## config.mk

```make
export PLATFORM = sky130hd
export DESIGN_NAME = pwe_engine
export DESIGN_NICKNAME = d
export VERILOG_FILES = /design/src/hw/pwe_pkg.sv /design/src/hw/pwe_wave_mem.sv /design/src/hw/pwe_engine.sv
export SDC_FILE = /design/constraint.sdc
export NUM_CORES = 2
export LEC_CHECK = 0
export ABC_AREA = 0
export BUFFER_PORTS_ARGS = -buffer_cell sky130_fd_sc_hd__buf_2
export CORE_ASPECT_RATIO = 0.9
export CORE_UTILIZATION = 56
export CTS_CLUSTER_SIZE = 10
export DETAILED_ROUTE_END_ITERATION = 10
export PLACE_DENSITY = 0.76
export SYNTH_ARGS = -nofsm -noshare
export SYNTH_HDL_FRONTEND = slang
export SYNTH_SLANG_ARGS = --single-unit
```

## constraint.sdc

```tcl
create_clock -name sys_clk -period 5.1 [get_ports sys_clk]
set_clock_uncertainty 0.2 [all_clocks]
set_input_delay 0.51 -clock sys_clk [delete_from_list [all_inputs] [get_ports sys_clk]]
set_output_delay 0.51 -clock sys_clk [all_outputs]
set_load 0.05 [all_outputs]
```

## src/hw/pwe_pkg.sv

```systemverilog
// Purpose: shared constants and types of the programmable waveform engine
// Assumes: 16-bit APB byte addresses, 32-bit APB data
// Notes: register offsets, field positions, reset values, state codes
package pwe_pkg;
	// waveform storage window and register offsets
	localparam logic [15:0] STORE_BASE = 16'hE400;
	localparam logic [15:0] STORE_LAST = 16'hE47F;
	localparam logic [15:0] IDLECS_ADDR = 16'hE480;
	localparam logic [15:0] TRIG_ADDR = 16'hE484;
	localparam logic [15:0] CTLCFG_ADDR = 16'hE488;
	localparam logic [15:0] IDLECTL_ADDR = 16'hE48C;
	localparam logic [15:0] WFSEL_ADDR = 16'hE490;
	localparam logic [15:0] ABORT_ADDR = 16'hE494;
	localparam logic [15:0] INTERFACE_CONFIG_SELECT_ADDR = 16'hE498;
	localparam logic [15:0] READY_ADDR = 16'hE49C;
	localparam logic [15:0] TCOUNT_ADDR = 16'hE4A0;
	localparam logic [15:0] ADDR_ADDR = 16'hE4A4;
	// field positions
	localparam int DONE_BIT = 7;
	localparam int IDLE_BUS_DRIVE_BIT = 0;
	localparam int TRI_BIT = 7;
	localparam int INTERNAL_READY_FLAG_BIT = 0;
	// reset values and waveform mode select code
	localparam logic [7:0] IDLECTL_RST = 8'hFF;
	localparam logic [7:0] CTLCFG_RST = 8'h00;
	localparam logic [7:0] WFSEL_RST = 8'hE4;
	localparam logic [1:0] INTERFACE_CONFIG_SELECT_RST = 2'h0;
	localparam logic [1:0] WAVE_MODE = 2'h2;
	// state numbers and hold length
	localparam logic [2:0] IDLE_ST = 3'h7;
	localparam logic [2:0] LAST_ST = 3'h6;
	localparam logic [8:0] LEN_ZERO_CYCLES = 9'h100;
	// instruction fields: opcode bits, branch byte, logic byte
	localparam int OP_DP = 0;
	localparam int OP_DATA = 1;
	localparam int OP_NEXT = 2;
	localparam int OP_INCAD = 3;
	localparam int OP_GINT = 4;
	localparam int BR_REEXEC = 7;
	localparam logic [1:0] LF_AND = 2'h0;
	localparam logic [1:0] LF_OR = 2'h1;
	localparam logic [1:0] LF_XOR = 2'h2;
	typedef struct packed {
		logic [7:0] out;
		logic [7:0] lfn;
		logic [7:0] op;
		logic [7:0] lenbr;
	} pwe_instr_t;
	typedef struct packed {
		logic [5:0] lvl;
		logic [5:0] oe;
	} pwe_ctl_t;
	localparam pwe_ctl_t CTL_RST = '{lvl: 6'h3F, oe: 6'h3F};
	typedef enum logic [2:0] {
		ENG_IDLE = 3'b000,
		ENG_ARM = 3'b001,
		ENG_FETCH = 3'b010,
		ENG_APPLY = 3'b011,
		ENG_RUN = 3'b100
	} pwe_eng_t;
endpackage

```

## src/hw/pwe_wave_mem.sv

```systemverilog
// Purpose: waveform descriptor storage, bus port with byte lanes
// Assumes: one clock, registered read data on both ports
// Notes: port b is read only and feeds the engine
`timescale 1ns/10ps
`default_nettype none
module pwe_wave_mem #(
	parameter int AW = 5,
	parameter int DW = 32
) (
	input wire logic clk,
	input wire logic [AW-1:0] a_addr,
	input wire logic a_we,
	input wire logic [DW/8-1:0] a_be,
	input wire logic [DW-1:0] a_wdata,
	output logic [DW-1:0] a_rdata,
	input wire logic [AW-1:0] b_addr,
	output logic [DW-1:0] b_rdata
);
	logic [DW-1:0] mem [0:(1<<AW)-1];

	if (DW % 8 != 0) begin : g_chk
		$error("data width must be whole bytes");
	end

	for (genvar i = 0; i < DW/8; i++) begin : g_lane
		always_ff @(posedge clk) begin
			if (a_we && a_be[i]) begin
				mem[a_addr][8*i +: 8] <= a_wdata[8*i +: 8]; // [RULE9]
			end
		end
	end

	always_ff @(posedge clk) begin
		a_rdata <= mem[a_addr];
		b_rdata <= mem[b_addr];
	end
endmodule
`default_nettype wire

```

## src/hw/pwe_engine.sv

```systemverilog
// Purpose: programmable waveform engine with APB register access
// Assumes: interface_clock and pins are asynchronous to sys_clk
// Notes: engine steps on sampled rising edges of interface_clock
// What this block does
// [RULE1] descriptors hold up to seven states; run exactly those defined
// [RULE2] each state drives controls, data bus, increments address, fifo, irq
// [RULE3] decision state combines two selected terms by and/or/xor, branches
// [RULE4] plain state holds a programmed 1 to 256 interface clocks
// [RULE5] 128 bytes of waveform storage from 0xE400 to 0xE47F
// [RULE6] software loads configuration and storage before any transfer
// [RULE7] storage reachable only while interface select holds 10
// [RULE8] software writes storage only while done reads 1
// [RULE9] storage takes single byte updates
// [RULE10] four descriptors, remappable to the four transfer types
// [RULE11] each state is one 32-bit instruction
// [RULE12] state changes only on interface clock rising edge
// [RULE13] states S0 to S6 programmable, S7 idle ends the waveform
// [RULE14] every descriptor branches to idle somewhere
// [RULE15] one waveform at a time; done is bit 7 of two registers
// [RULE16] done reads 0 while busy, 1 in idle
// [RULE17] only the abort register is writable while busy; it ends waveform
// [RULE18] idle data bus floats unless idle drive bit holds last value
// [RULE19] tristate mode 0: idle levels bits 5:0 set controls, always on
// [RULE20] tristate mode 0: config bit 1 makes a control open drain
// [RULE21] tristate mode 1: idle bits 7:4 enables, 3:0 levels, lines 0-3
// [RULE22] tristate mode is config bit 7; lines 4 and 5 then unavailable
// [RULE23] abort enters idle, applies idle levels, sets done
`timescale 1ns/10ps
`default_nettype none
module pwe_engine #(
	parameter int DATA_W = 8
) (
	input wire logic sys_clk,
	input wire logic rstn,
	input wire logic psel,
	input wire logic penable,
	input wire logic pwrite,
	input wire logic [15:0] paddr,
	input wire logic [31:0] pwdata,
	input wire logic [3:0] pstrb,
	output logic [31:0] prdata,
	output logic pready,
	output logic pslverr,
	input wire logic interface_clock,
	input wire logic [4:0] ready_pins,
	input wire logic fifo_flag,
	input wire logic [DATA_W-1:0] fifo_wdata,
	input wire logic [DATA_W-1:0] fifo_data_bus_i,
	output logic [DATA_W-1:0] fifo_data_bus_o,
	output logic fifo_data_bus_oe,
	output logic [5:0] control_outputs_o,
	output logic [5:0] control_outputs_oe,
	output logic [8:0] engine_address_bus,
	output logic fifo_advance,
	output logic [DATA_W-1:0] read_data,
	output logic read_strobe,
	output logic waveform_interrupt,
	output logic waveform_done_interrupt,
	output logic [2:0] engine_state
);
	if (DATA_W != 8 && DATA_W != 16) begin : g_chk
		$error("data bus must be 8 or 16 bits");
	end

	logic interface_clock_s1, interface_clock_s2, interface_clock_s3, interface_clock_rise;
	logic [4:0] rdy_s1, rdy_s2;
	logic [DATA_W-1:0] fd_s1, fd_s2;
	logic [31:0] prdata_q, rd_c, mem_a;
	logic pready_q, pslverr_q, hit_c, err_c;
	logic idle_bus_drive_q, internal_ready_flag_q, done_q;
	logic [7:0] ctlcfg_q, idlectl_q, wfsel_q;
	logic [1:0] interface_config_select_q, xfer_q;
	logic [15:0] tcount_q;
	logic [8:0] addr_q, cnt_q;
	logic [DATA_W-1:0] fd_o_q, rd_data_q;
	logic fd_oe_q, fifo_adv_q, wf_int_q, done_int_q, rd_strobe_q;
	pwe_pkg::pwe_ctl_t ctl_q;
	pwe_pkg::pwe_eng_t eng_q;
	pwe_pkg::pwe_instr_t instr_q, mem_b, task_ins;
	logic [2:0] st_q, nxt_c;
	logic [1:0] desc_q;
	logic [7:0] terms_c;
	logic ta_c, tb_c, res_c, leave_c, loop_task_c, task_c, run_edge;
	logic [5:0] idle_lvl_w;

	// two-flop synchronisers, edge found past the second stage
	always_ff @(posedge sys_clk or negedge rstn) begin
		if (!rstn) begin
			interface_clock_s1 <= 1'b0;
			interface_clock_s2 <= 1'b0;
			interface_clock_s3 <= 1'b0;
			rdy_s1 <= 5'h00;
			rdy_s2 <= 5'h00;
			fd_s1 <= '0;
			fd_s2 <= '0;
		end else begin
			interface_clock_s1 <= interface_clock;
			interface_clock_s2 <= interface_clock_s1;
			interface_clock_s3 <= interface_clock_s2;
			rdy_s1 <= ready_pins;
			rdy_s2 <= rdy_s1;
			fd_s1 <= fifo_data_bus_i;
			fd_s2 <= fd_s1;
		end
	end
	assign interface_clock_rise = interface_clock_s2 & ~interface_clock_s3; // [RULE12]

	// apb decode
	wire busy = eng_q != pwe_pkg::ENG_IDLE;
	wire mode_ok = interface_config_select_q == pwe_pkg::WAVE_MODE;
	wire store_hit = paddr >= pwe_pkg::STORE_BASE &&
		paddr <= pwe_pkg::STORE_LAST; // [RULE5]
	wire abort_hit = paddr == pwe_pkg::ABORT_ADDR;
	wire acc_done = psel & penable & pready_q;
	wire wr_c = acc_done & pwrite & ~pslverr_q;
	wire abort_c = acc_done & pwrite & abort_hit; // [RULE17]
	wire start_c = wr_c & (paddr == pwe_pkg::TRIG_ADDR);
	assign idle_lvl_w = idlectl_q[5:0];

	always_comb begin
		rd_c = 32'h0000_0000;
		hit_c = 1'b1;
		if (store_hit) begin
			rd_c = mode_ok ? mem_a : 32'h0000_0000;
		end else begin
			unique case (paddr)
				pwe_pkg::IDLECS_ADDR: rd_c[7:0] = {done_q, 6'h00, idle_bus_drive_q};
				pwe_pkg::TRIG_ADDR: rd_c[7:0] = {done_q, 5'h00, xfer_q}; // [RULE15]
				pwe_pkg::CTLCFG_ADDR: rd_c[7:0] = ctlcfg_q;
				pwe_pkg::IDLECTL_ADDR: rd_c[7:0] = idlectl_q;
				pwe_pkg::WFSEL_ADDR: rd_c[7:0] = wfsel_q;
				pwe_pkg::ABORT_ADDR: rd_c = 32'h0000_0000;
				pwe_pkg::INTERFACE_CONFIG_SELECT_ADDR: rd_c[1:0] = interface_config_select_q;
				pwe_pkg::READY_ADDR: rd_c[0] = internal_ready_flag_q;
				pwe_pkg::TCOUNT_ADDR: rd_c[15:0] = tcount_q;
				pwe_pkg::ADDR_ADDR: rd_c[8:0] = addr_q;
				default: hit_c = 1'b0;
			endcase
		end
		err_c = ~hit_c | (store_hit & ~mode_ok) // [RULE7]
			| (pwrite & busy & ~abort_hit); // [RULE8] [RULE17]
	end

	// one wait cycle: memory read data is registered
	always_ff @(posedge sys_clk or negedge rstn) begin
		if (!rstn) begin
			pready_q <= 1'b0;
			pslverr_q <= 1'b0;
			prdata_q <= 32'h0000_0000;
		end else begin
			pready_q <= psel & penable & ~pready_q;
			if (psel && penable && !pready_q) begin
				pslverr_q <= err_c;
				prdata_q <= pwrite ? 32'h0000_0000 : rd_c;
			end
		end
	end

	pwe_wave_mem #(.AW(5), .DW(32)) u_mem (
		.clk(sys_clk),
		.a_addr(paddr[6:2]),
		.a_we(wr_c & store_hit), // [RULE9]
		.a_be(pstrb),
		.a_wdata(pwdata),
		.a_rdata(mem_a),
		.b_addr({desc_q, st_q}), // [RULE10] [RULE11]
		.b_rdata(mem_b)
	);

	// configuration registers
	always_ff @(posedge sys_clk or negedge rstn) begin
		if (!rstn) begin
			idle_bus_drive_q <= 1'b0;
			ctlcfg_q <= pwe_pkg::CTLCFG_RST;
			idlectl_q <= pwe_pkg::IDLECTL_RST;
			wfsel_q <= pwe_pkg::WFSEL_RST;
			interface_config_select_q <= pwe_pkg::INTERFACE_CONFIG_SELECT_RST;
			internal_ready_flag_q <= 1'b0;
			xfer_q <= 2'h0;
		end else if (wr_c) begin
			unique case (paddr)
				pwe_pkg::IDLECS_ADDR: idle_bus_drive_q <= pwdata[pwe_pkg::IDLE_BUS_DRIVE_BIT];
				pwe_pkg::CTLCFG_ADDR: ctlcfg_q <= pwdata[7:0]; // [RULE22]
				pwe_pkg::IDLECTL_ADDR: idlectl_q <= pwdata[7:0];
				pwe_pkg::WFSEL_ADDR: wfsel_q <= pwdata[7:0]; // [RULE10]
				pwe_pkg::INTERFACE_CONFIG_SELECT_ADDR: interface_config_select_q <= pwdata[1:0];
				pwe_pkg::READY_ADDR: internal_ready_flag_q <= pwdata[pwe_pkg::INTERNAL_READY_FLAG_BIT];
				pwe_pkg::TRIG_ADDR: xfer_q <= pwdata[1:0];
				default: ;
			endcase
		end
	end

	// decision terms and next state
	assign terms_c = {internal_ready_flag_q, fifo_flag, tcount_q == 16'h0000, rdy_s2};
	always_comb begin
		ta_c = terms_c[instr_q.lfn[5:3]]; // [RULE3]
		tb_c = terms_c[instr_q.lfn[2:0]];
		unique case (instr_q.lfn[7:6])
			pwe_pkg::LF_AND: res_c = ta_c & tb_c;
			pwe_pkg::LF_OR: res_c = ta_c | tb_c;
			pwe_pkg::LF_XOR: res_c = ta_c ^ tb_c;
			default: res_c = ta_c & tb_c;
		endcase
		loop_task_c = 1'b0;
		if (instr_q.op[pwe_pkg::OP_DP]) begin
			nxt_c = res_c ? instr_q.lenbr[5:3] : instr_q.lenbr[2:0]; // [RULE3]
			leave_c = nxt_c != st_q;
			loop_task_c = !leave_c && instr_q.lenbr[pwe_pkg::BR_REEXEC];
		end else begin
			nxt_c = st_q + 3'h1; // [RULE1]
			leave_c = cnt_q == 9'h001; // [RULE4]
		end
	end
	assign run_edge = (eng_q == pwe_pkg::ENG_RUN) & interface_clock_rise;

	// sequencer
	always_ff @(posedge sys_clk or negedge rstn) begin
		if (!rstn) begin
			eng_q <= pwe_pkg::ENG_IDLE;
			st_q <= pwe_pkg::IDLE_ST;
			cnt_q <= 9'h001;
			desc_q <= 2'h0;
			instr_q <= '0;
			done_q <= 1'b1;
		end else if (abort_c) begin
			eng_q <= pwe_pkg::ENG_IDLE; // [RULE23]
			st_q <= pwe_pkg::IDLE_ST;
			done_q <= 1'b1;
		end else begin
			unique case (eng_q)
				pwe_pkg::ENG_IDLE: if (start_c) begin
					desc_q <= wfsel_q[{pwdata[1:0], 1'b0} +: 2]; // [RULE10]
					st_q <= 3'h0;
					done_q <= 1'b0; // [RULE16]
					eng_q <= pwe_pkg::ENG_ARM;
				end
				pwe_pkg::ENG_ARM: if (interface_clock_rise) begin
					eng_q <= pwe_pkg::ENG_FETCH; // [RULE12]
				end
				pwe_pkg::ENG_FETCH: eng_q <= pwe_pkg::ENG_APPLY;
				pwe_pkg::ENG_APPLY: begin
					instr_q <= mem_b; // [RULE11]
					cnt_q <= mem_b.lenbr == 8'h00 ? pwe_pkg::LEN_ZERO_CYCLES
						: {1'b0, mem_b.lenbr}; // [RULE4]
					eng_q <= pwe_pkg::ENG_RUN;
				end
				pwe_pkg::ENG_RUN: if (interface_clock_rise) begin
					if (leave_c) begin
						st_q <= nxt_c;
						if (nxt_c == pwe_pkg::IDLE_ST) begin
							eng_q <= pwe_pkg::ENG_IDLE; // [RULE13] [RULE14]
							done_q <= 1'b1; // [RULE16]
						end else begin
							eng_q <= pwe_pkg::ENG_FETCH;
						end
					end else if (!instr_q.op[pwe_pkg::OP_DP]) begin
						cnt_q <= cnt_q - 9'h001; // [RULE4]
					end
				end
				default: eng_q <= pwe_pkg::ENG_IDLE;
			endcase
		end
	end

	// state tasks: once on entry, again per loop when re-execute is set
	assign task_c = (eng_q == pwe_pkg::ENG_APPLY) | (run_edge & loop_task_c);
	assign task_ins = (eng_q == pwe_pkg::ENG_APPLY) ? mem_b : instr_q;
	wire do_data = task_c & task_ins.op[pwe_pkg::OP_DATA];
	wire do_next = task_c & task_ins.op[pwe_pkg::OP_NEXT];

	always_ff @(posedge sys_clk or negedge rstn) begin
		if (!rstn) begin
			fifo_adv_q <= 1'b0;
			wf_int_q <= 1'b0;
			rd_strobe_q <= 1'b0;
			rd_data_q <= '0;
			fd_o_q <= '0;
		end else begin
			fifo_adv_q <= do_next; // [RULE2]
			wf_int_q <= task_c & task_ins.op[pwe_pkg::OP_GINT];
			rd_strobe_q <= do_data & xfer_q[0];
			if (do_data && xfer_q[0]) begin
				rd_data_q <= fd_s2; // [RULE2]
			end
			if (do_data && !xfer_q[0]) begin
				fd_o_q <= fifo_wdata; // [RULE2]
			end
		end
	end

	always_ff @(posedge sys_clk or negedge rstn) begin
		if (!rstn) begin
			addr_q <= 9'h000;
		end else if (wr_c && paddr == pwe_pkg::ADDR_ADDR) begin
			addr_q <= pwdata[8:0];
		end else if (task_c && task_ins.op[pwe_pkg::OP_INCAD]) begin
			addr_q <= addr_q + 9'h001; // [RULE2]
		end
	end

	always_ff @(posedge sys_clk or negedge rstn) begin
		if (!rstn) begin
			tcount_q <= 16'h0000;
		end else if (wr_c && paddr == pwe_pkg::TCOUNT_ADDR) begin
			tcount_q <= pwdata[15:0];
		end else if (do_next && tcount_q != 16'h0000) begin
			tcount_q <= tcount_q - 16'h0001;
		end
	end

	function automatic pwe_pkg::pwe_ctl_t ctl_map(input logic [7:0] v,
		input logic [7:0] cfg);
		pwe_pkg::pwe_ctl_t c;
		if (cfg[pwe_pkg::TRI_BIT]) begin
			c.lvl = {2'b00, v[3:0]}; // [RULE21] [RULE22]
			c.oe = {2'b00, v[7:4]};
		end else begin
			c.lvl = v[5:0] & ~cfg[5:0]; // [RULE19] [RULE20]
			c.oe = ~cfg[5:0] | ~v[5:0];
		end
		return c;
	endfunction

	// pin drive: idle levels from registers, state levels from instruction
	always_ff @(posedge sys_clk or negedge rstn) begin
		if (!rstn) begin
			ctl_q <= pwe_pkg::CTL_RST;
			fd_oe_q <= 1'b0;
		end else if (eng_q == pwe_pkg::ENG_IDLE) begin
			ctl_q <= ctl_map(idlectl_q, ctlcfg_q); // [RULE19] [RULE21]
			fd_oe_q <= idle_bus_drive_q; // [RULE18]
		end else if (eng_q == pwe_pkg::ENG_APPLY) begin
			ctl_q <= ctl_map(mem_b.out, ctlcfg_q); // [RULE2]
			fd_oe_q <= mem_b.op[pwe_pkg::OP_DATA] & ~xfer_q[0];
		end
	end

	always_ff @(posedge sys_clk or negedge rstn) begin
		if (!rstn) begin
			done_int_q <= 1'b0;
		end else begin
			done_int_q <= (abort_c & busy) |
				(run_edge & leave_c & (nxt_c == pwe_pkg::IDLE_ST)); // [RULE15]
		end
	end

	assign prdata = prdata_q;
	assign pready = pready_q;
	assign pslverr = pslverr_q;
	assign fifo_data_bus_o = fd_o_q;
	assign fifo_data_bus_oe = fd_oe_q;
	assign control_outputs_o = ctl_q.lvl;
	assign control_outputs_oe = ctl_q.oe;
	assign engine_address_bus = addr_q;
	assign fifo_advance = fifo_adv_q;
	assign read_data = rd_data_q;
	assign read_strobe = rd_strobe_q;
	assign waveform_interrupt = wf_int_q;
	assign waveform_done_interrupt = done_int_q;
	assign engine_state = st_q;
endmodule
`default_nettype wire

```

# == After elaboration in Yosys (flattened, before gate mapping) ==
# Memories as Yosys holds them, arrays and structs flattened. A register that Yosys moved wholly into a read port is not among the register bits.
# Index checks and enable logic that the tools add are counted.
# op_classes
n_reduce_logical,42
bitwise,44
mul,0
addsub,4
div,0
eq_ne,28
n_lt_le_gt_ge,4
n_mux,61
n_shift,1
# ops
op,n
"16-bit equality test, second input constant",10
32-bit two-way mux,3
9-bit two-way mux,6
12-bit two-way mux,4
6-bit case mux with 6 select lines,1
3-bit two-way mux,11
16-bit two-way mux,2
1-bit AND,23
1-bit two-way mux,21
6-bit NOT,3
9-bit case mux with 2 select lines,1
"16-bit >= comparator, second input constant",1
"16-bit <= comparator, second input constant",1
16-bit zero test,1
2-bit AND reduction,8
16-bit nonzero test,1
"16-bit by 1-bit subtractor with 16-bit output, second input constant",1
3-bit case mux with 5 select lines,1
1-bit logical AND,14
13-bit two-way mux,1
6-bit AND,2
"3-bit != test, second input constant",4
6-bit OR,2
5-bit AND reduction,2
other kinds (33),60
# totals
in_bits,80
mem_count,1
elab_cells,222
regBits,190
rom_bits,0
ram_bits,1024
output_inout_bits,79
latchBits,0
# memory_table
memory,depth,word_bits,rd,rd_ports_with_merged_regs,wr,line_no,text
u_mem.mem,32,32,2,2,1,pwe_wave_mem.sv:19,logic [DW-1:0] mem [0:(1<<AW)-1];

# == Longest topological paths before layout ==
# logic_depth
word_depth,16
ltp_mapped,17
depth_no_buf,16

# == By module ==
# A second synthesis with hierarchy kept.
# unflattened
hier_cells,3790
area_unflattened_um2,58155.8
# modules_own_cells
module,cells_each,n_inst,area_per_inst_um2,seq_area_each_um2
pwe_wave_mem,2930,1,48914.4,32030.7
pwe_engine,860,1,9241.4,4765.8

# == Least setup slack after synthesis ==
# No wires, ideal clock.
# synth_timing
path_type,register to register
start,register tcount_q[2]
end,register tcount_q[15]
setup_ns,0.125
t_required_ns,4.775
t_arrival_ns,4.925
path_slack_ns,-0.150
path_stages_with_launch,17
period_less_slack_ns,5.250
n_path_buf,1
path_cell_list,dfrtp_1 or4_4 or3_4 or3b_4 nor4_4 mux4_2 mux2_2 inv_1 ha_1 and2_1 o31a_1 a211o_1 nor4b_2 a32oi_1 clkbuf_1 nor4_1 mux2_2
# synth_via
elab_chain_cells,15
elab_cells_between_ends,23
classes_between,add/sub (1); eq/ne (1); mux (9); bitwise (6); reduce/logical (6)
# synth_lines
item,line_no,text
start: declaration,pwe_engine.sv:73,logic [15:0] tcount_q;
start signal: assignment,pwe_engine.sv:306,tcount_q <= pwdata[15:0];
start signal: assignment,pwe_engine.sv:308,tcount_q <= tcount_q - 16'h0001;
16-bit zero test,pwe_engine.sv:195,"assign terms_c = {internal_ready_flag_q, fifo_flag, tcount_q == 16'h0000, rdy_s2};"
"1-bit binary-select mux with 3-bit select, on equally long branches","pwe_engine.sv:197, pwe_engine.sv:198",
"1-bit two-way mux, on equally long branches","pwe_engine.sv:197, pwe_engine.sv:198",
1-bit AND (tied with other cells),"pwe_engine.sv:200, pwe_engine.sv:203",
1-bit case mux with 2 select lines,pwe_engine.sv:199,unique case (instr_q.lfn[7:6])
3-bit two-way mux,pwe_engine.sv:207,nxt_c = res_c ? instr_q.lenbr[5:3] : instr_q.lenbr[2:0];
3-bit != test,pwe_engine.sv:208,leave_c = nxt_c != st_q;
1-bit zero test,pwe_engine.sv:209,loop_task_c = !leave_c && instr_q.lenbr[pwe_pkg::BR_REEXEC];
1-bit logical AND,pwe_engine.sv:209,
1-bit two-way mux,pwe_engine.sv:206,if (instr_q.op[pwe_pkg::OP_DP]) begin
1-bit AND,pwe_engine.sv:267,assign task_c = (eng_q == pwe_pkg::ENG_APPLY) | (run_edge & loop_task_c);
1-bit OR,pwe_engine.sv:267,
1-bit AND,pwe_engine.sv:270,wire do_next = task_c & task_ins.op[pwe_pkg::OP_NEXT];
1-bit logical AND,pwe_engine.sv:307,end else if (do_next && tcount_q != 16'h0000) begin
2-bit nonzero test (no line),--,
# Several ways; a longest one is shown, not always the timed one. The select of a mux whose other input is x is not followed.
# A chain may end at the register's enable or synchronous reset.

# == Worst setup path after layout ==
# layout_timing
start,register tcount_q[2]
end,register tcount_q[8]
# Same word-level chain as after synthesis.

==> impl_results.md <==
- Status: completed
- DIE HEIGHT: 303.6 um
- Post-Synth Simple-Gate Area: 0.03470
- Clock transition at the registers of the reported paths: 60 ps
- XOR/XNOR Fraction of Synth Area: 0.001238
- Max Fanout on Critical Path: 7
- Post-synth ARST share: 0.1484
- Placed insts: 4385
- Fin util: 0.6445
- Least-Margin Pin Slew: 1278 ps
- Antenna violations before repair: 10
- Fin crit share: 0.9909
- Power after layout: 21.72 mW
- Die W: 337.1 um
- Pre-CTS setup slack: -114.6 ps
- Fin area: 64490 sq um
- Global route overflow: 0
- Setup slack, reg-to-reg: 50 ps
- Worst-Skew Late Latency: 760 ps
- TritonCTS Sinks: 1274
- Slew Viols, Final: 0
- Final wirelength: 157.6 mm
- First-pass GRT wire length: 228.1 mm
- Final nets: 3308
- Final TNS setup: 0 ps
- Largest area contributor in the netlist: edfxtp_1
- Vias in the first global route: 33.28k
- CTS tree: yes
- DRC violations left: 0
- Crit path capture: tcount_q[8]$_DFFE_PN0P_
- Peak supply drop: 0.3328 mV
- Synth Area in Adders: 0.001989
- Mux contribution to synthesized area: 0.2728
- Share of cells above drive strength 1: 0.3903
- Total CTS buffers: 146
- Switching fraction of total power: 0.2113
- Drt first pass iters: 6
- Port Buffers: 158
- Power Internal: 17.13 mW
- Wire length per cell: 33.68 um
- Reg-to-reg critical path endpoint: tcount_q[8]$_DFFE_PN0P_
- Compound-Gate Fraction of Synth Area: 0.02511
- Crit start category: flop
- Leakage: 21.68 nW
- Final hold slack: 62.29 ps
- Power per cell area: 336.8 nW/um^2
- Antenna Nets Post-Route: 0
- Core area: 100100 sq um
- Peak Freq: 197.9 MHz
- Clock share of power: 0.439
- Ys flop type: edfxtp_1
- Final Hold Fails: 0
- Yosys cell types: 68
- Sequential fraction of the synthesis area: 0.6490
- Post-synth EDFFs: 1024
- Synthesized area: 56610 sq um
- Net Sw Power: 4.588 mW
- Site row count: 110
- #FFs+latches synth: 1274
- Layout area overhead: 13.92%
- Die ar.: 102400 sq um
- Hold Crit Class: primary input to flop
- Post-synthesis instance total: 2907
- Crit path from: tcount_q[2]$_DFFE_PN0P_
- Final setup fails: 0
- Largest cells by area after synthesis: edfxtp_1, mux4_2, dfrtp_1
- Max-slew headroom at the worst pin: 0.1461
- Yosys top cell area share: 0.5432
- Sequential share of power: 0.521
- Crit path kind: flop to flop
- CP Data Required Time: 5560 ps
- Iteration-0 DRC count of the detailed router: 4926
- Placer Congestion: 0.8912
- Reg2Reg Launch Point: tcount_q[2]$_DFFE_PN0P_
- Critical Path Sink Type: flop
- Final WS setup: 46.28 ps
- # IOs: 159
- Max-cap violations: 0
- Gate power share: 0.039
- Vias: 33.14k
- RSZ-0062 raised after global routing: true
- Largest net degree at the start of global routing: 143
- Worst Path Arrival: 5510 ps
- Min Tclk post-route: 5054 ps
- Most frequent cell after synthesis: edfxtp_1
- R2R depth: 18
- GRT Resource Usage Total: 0.3131
- Most instantiated cells after synthesis: edfxtp_1, mux4_2, nor2_1
- Dpl cell area: 59820 sq um
- Root buffer selected by CTS: clkbuf_16
- CTS Buffer Depth: 3
- Net Count, Synth: 2996
- Largest family of logic cells by synthesized area: multiplexers
- Synth warn: 0
- H-tree Lvls: 4
- Synth Area per Inst: 19.47 sq um
- Final Non-Filler Cells: 4679
- Detailed Place HPWL: 96.06 mm
- Vias per inst: 7.083
- Fillers: 6480
- Initial Util: 0.5657
==> worst min-delay path by stage <==
stage | from | to | slack [ps] | cells past startpoint
CTS | penable | prdata[8]$_DFFE_PN0P_ | 20 | 4
global placement | fd_s1[0]$_DFF_PN0_ | fd_s2[0]$_DFF_PN0_ | 140 | 0
finish | pwdata[17] | u_mem.mem[5][17]$_DFFE_PP_ | 60 | 1
detailed placement | fd_s1[5]$_DFF_PN0_ | fd_s2[5]$_DFF_PN0_ | 140 | 0
global route | pwdata[30] | u_mem.mem[3][30]$_DFFE_PP_ | 80 | 1
floorplan | rstn | cnt_q[1]$_DFFE_PN0P_ | 10 | 0
==> layout make-up <==
type / count / area (sq um) / share of cell area
Sequential cell: 1274 / 36750 / 0.5699
Timing Repair Buffer: 362 / 2551 / 0.03956
Multi-Input combinational cell: 1405 / 19110 / 0.2963
Tap cell: 1344 / 1682 / 0.02608
Clock inverter: 12 / 138.9 / 0.002154
Clock buffer: 250 / 4139 / 0.06418
Antenna cell: 2 / 5.005 / 0.00007761
Inverter: 30 / 112.6 / 0.001746
==> power by group through the flow <==
stage                     clock network [mW]  logic (mW)  registers [mW]
after floorplan                            0       0.447            11.5
after global placement                     0       0.803            11.5
after detailed placement                   0       0.830            11.5
after CTS                               9.63       0.851            11.3
after global routing                    10.0       0.898            11.3
final                                   9.54       0.857            11.3
==> timing repair <==
action / CTS / global route
pin swaps: 0 / 6
hold endpoints to repair: 114 / 0
resized for setup: 7 / 19
setup buffers: 0 / 4
hold buffers: 24 / 0
endpoints found under the setup margin: 15 / 39
cloned: 2 / 0
==> worst max-delay path, stage by stage, from the launching register on <==
cell,delay [ps]
dfrtp_1,380
or4_4,550
or3_4,350
or3b_4,400
nor4_4,180
buf_6,180
mux4_2,230
mux2_4,150
inv_2,40
ha_4,210
and2_4,160
o31a_1,260
a211o_1,330
nor4b_4,220
buf_6,180
a32oi_4,150
buf_6,180
or3_2,410
a31oi_1,210
==> routing by layer <==
metal	up-vias	global-route usage	wire, um
met5	-	0	95
met4	16	0.1299	6334
met3	381	0.08685	19600
met2	2530	0.4745	74320
met1	17330	0.4323	57230
li1	12880	-	-
==> cell usage in the layout, fill, tap and decap left out, types with 7 or more instances in the layout <==
cell / Yosys / final
clkbuf_1: 148 / 99
mux2i_1: 16 / 15
a221o_1: 8 / 8
a31oi_1: 20 / 20
a22oi_1: 7 / 7
and2_1: 8 / 7
buf_2: 5 / 153
dfxtp_1: 61 / 61
mux4_2: 614 / 614
dfstp_2: 29 / 26
nor2_1: 198 / 197
a21oi_1: 29 / 29
nand3_1: 22 / 21
clkbuf_16: 0 / 150
nor3_1: 15 / 14
dfrtp_1: 160 / 159
edfxtp_1: 1024 / 1024
a22o_1: 21 / 21
a222oi_1: 13 / 13
buf_4: 0 / 167
dlygate4sd3_1: 0 / 24
buf_12: 0 / 9
a21boi_0: 7 / 7
mux2_2: 129 / 128
nor2b_1: 14 / 13
nand2_1: 94 / 94
ha_1: 9 / 8
o31ai_1: 8 / 8
o21ai_0: 49 / 48
or3_1: 12 / 12
or4_1: 11 / 9
inv_1: 30 / 28
==> state kept, by name (all words and copies together) (netlist names), 9 cells and up <==
| register | cells |
|---|---|
| instr_q | 20 |
| u_mem.b_rdata | 29 |
| u_mem.a_rdata | 32 |
| tcount_q | 16 |
| u_mem.mem | 1024 |
| prdata | 32 |
| cnt_q | 9 |
| engine_address_bus | 9 |
==> cell families (layout without fill, tap and decap cells) <==
family          after synthesis  after routing
buf+inv                     228            654
other cells                   0              2
compound gates              205            205
flops                      1274           1274
fa+ha+maj                     9              9
simple gates                424            424
xor+xnor                      8              8
mux                         759            759
(Power assumes the default switching activity.)
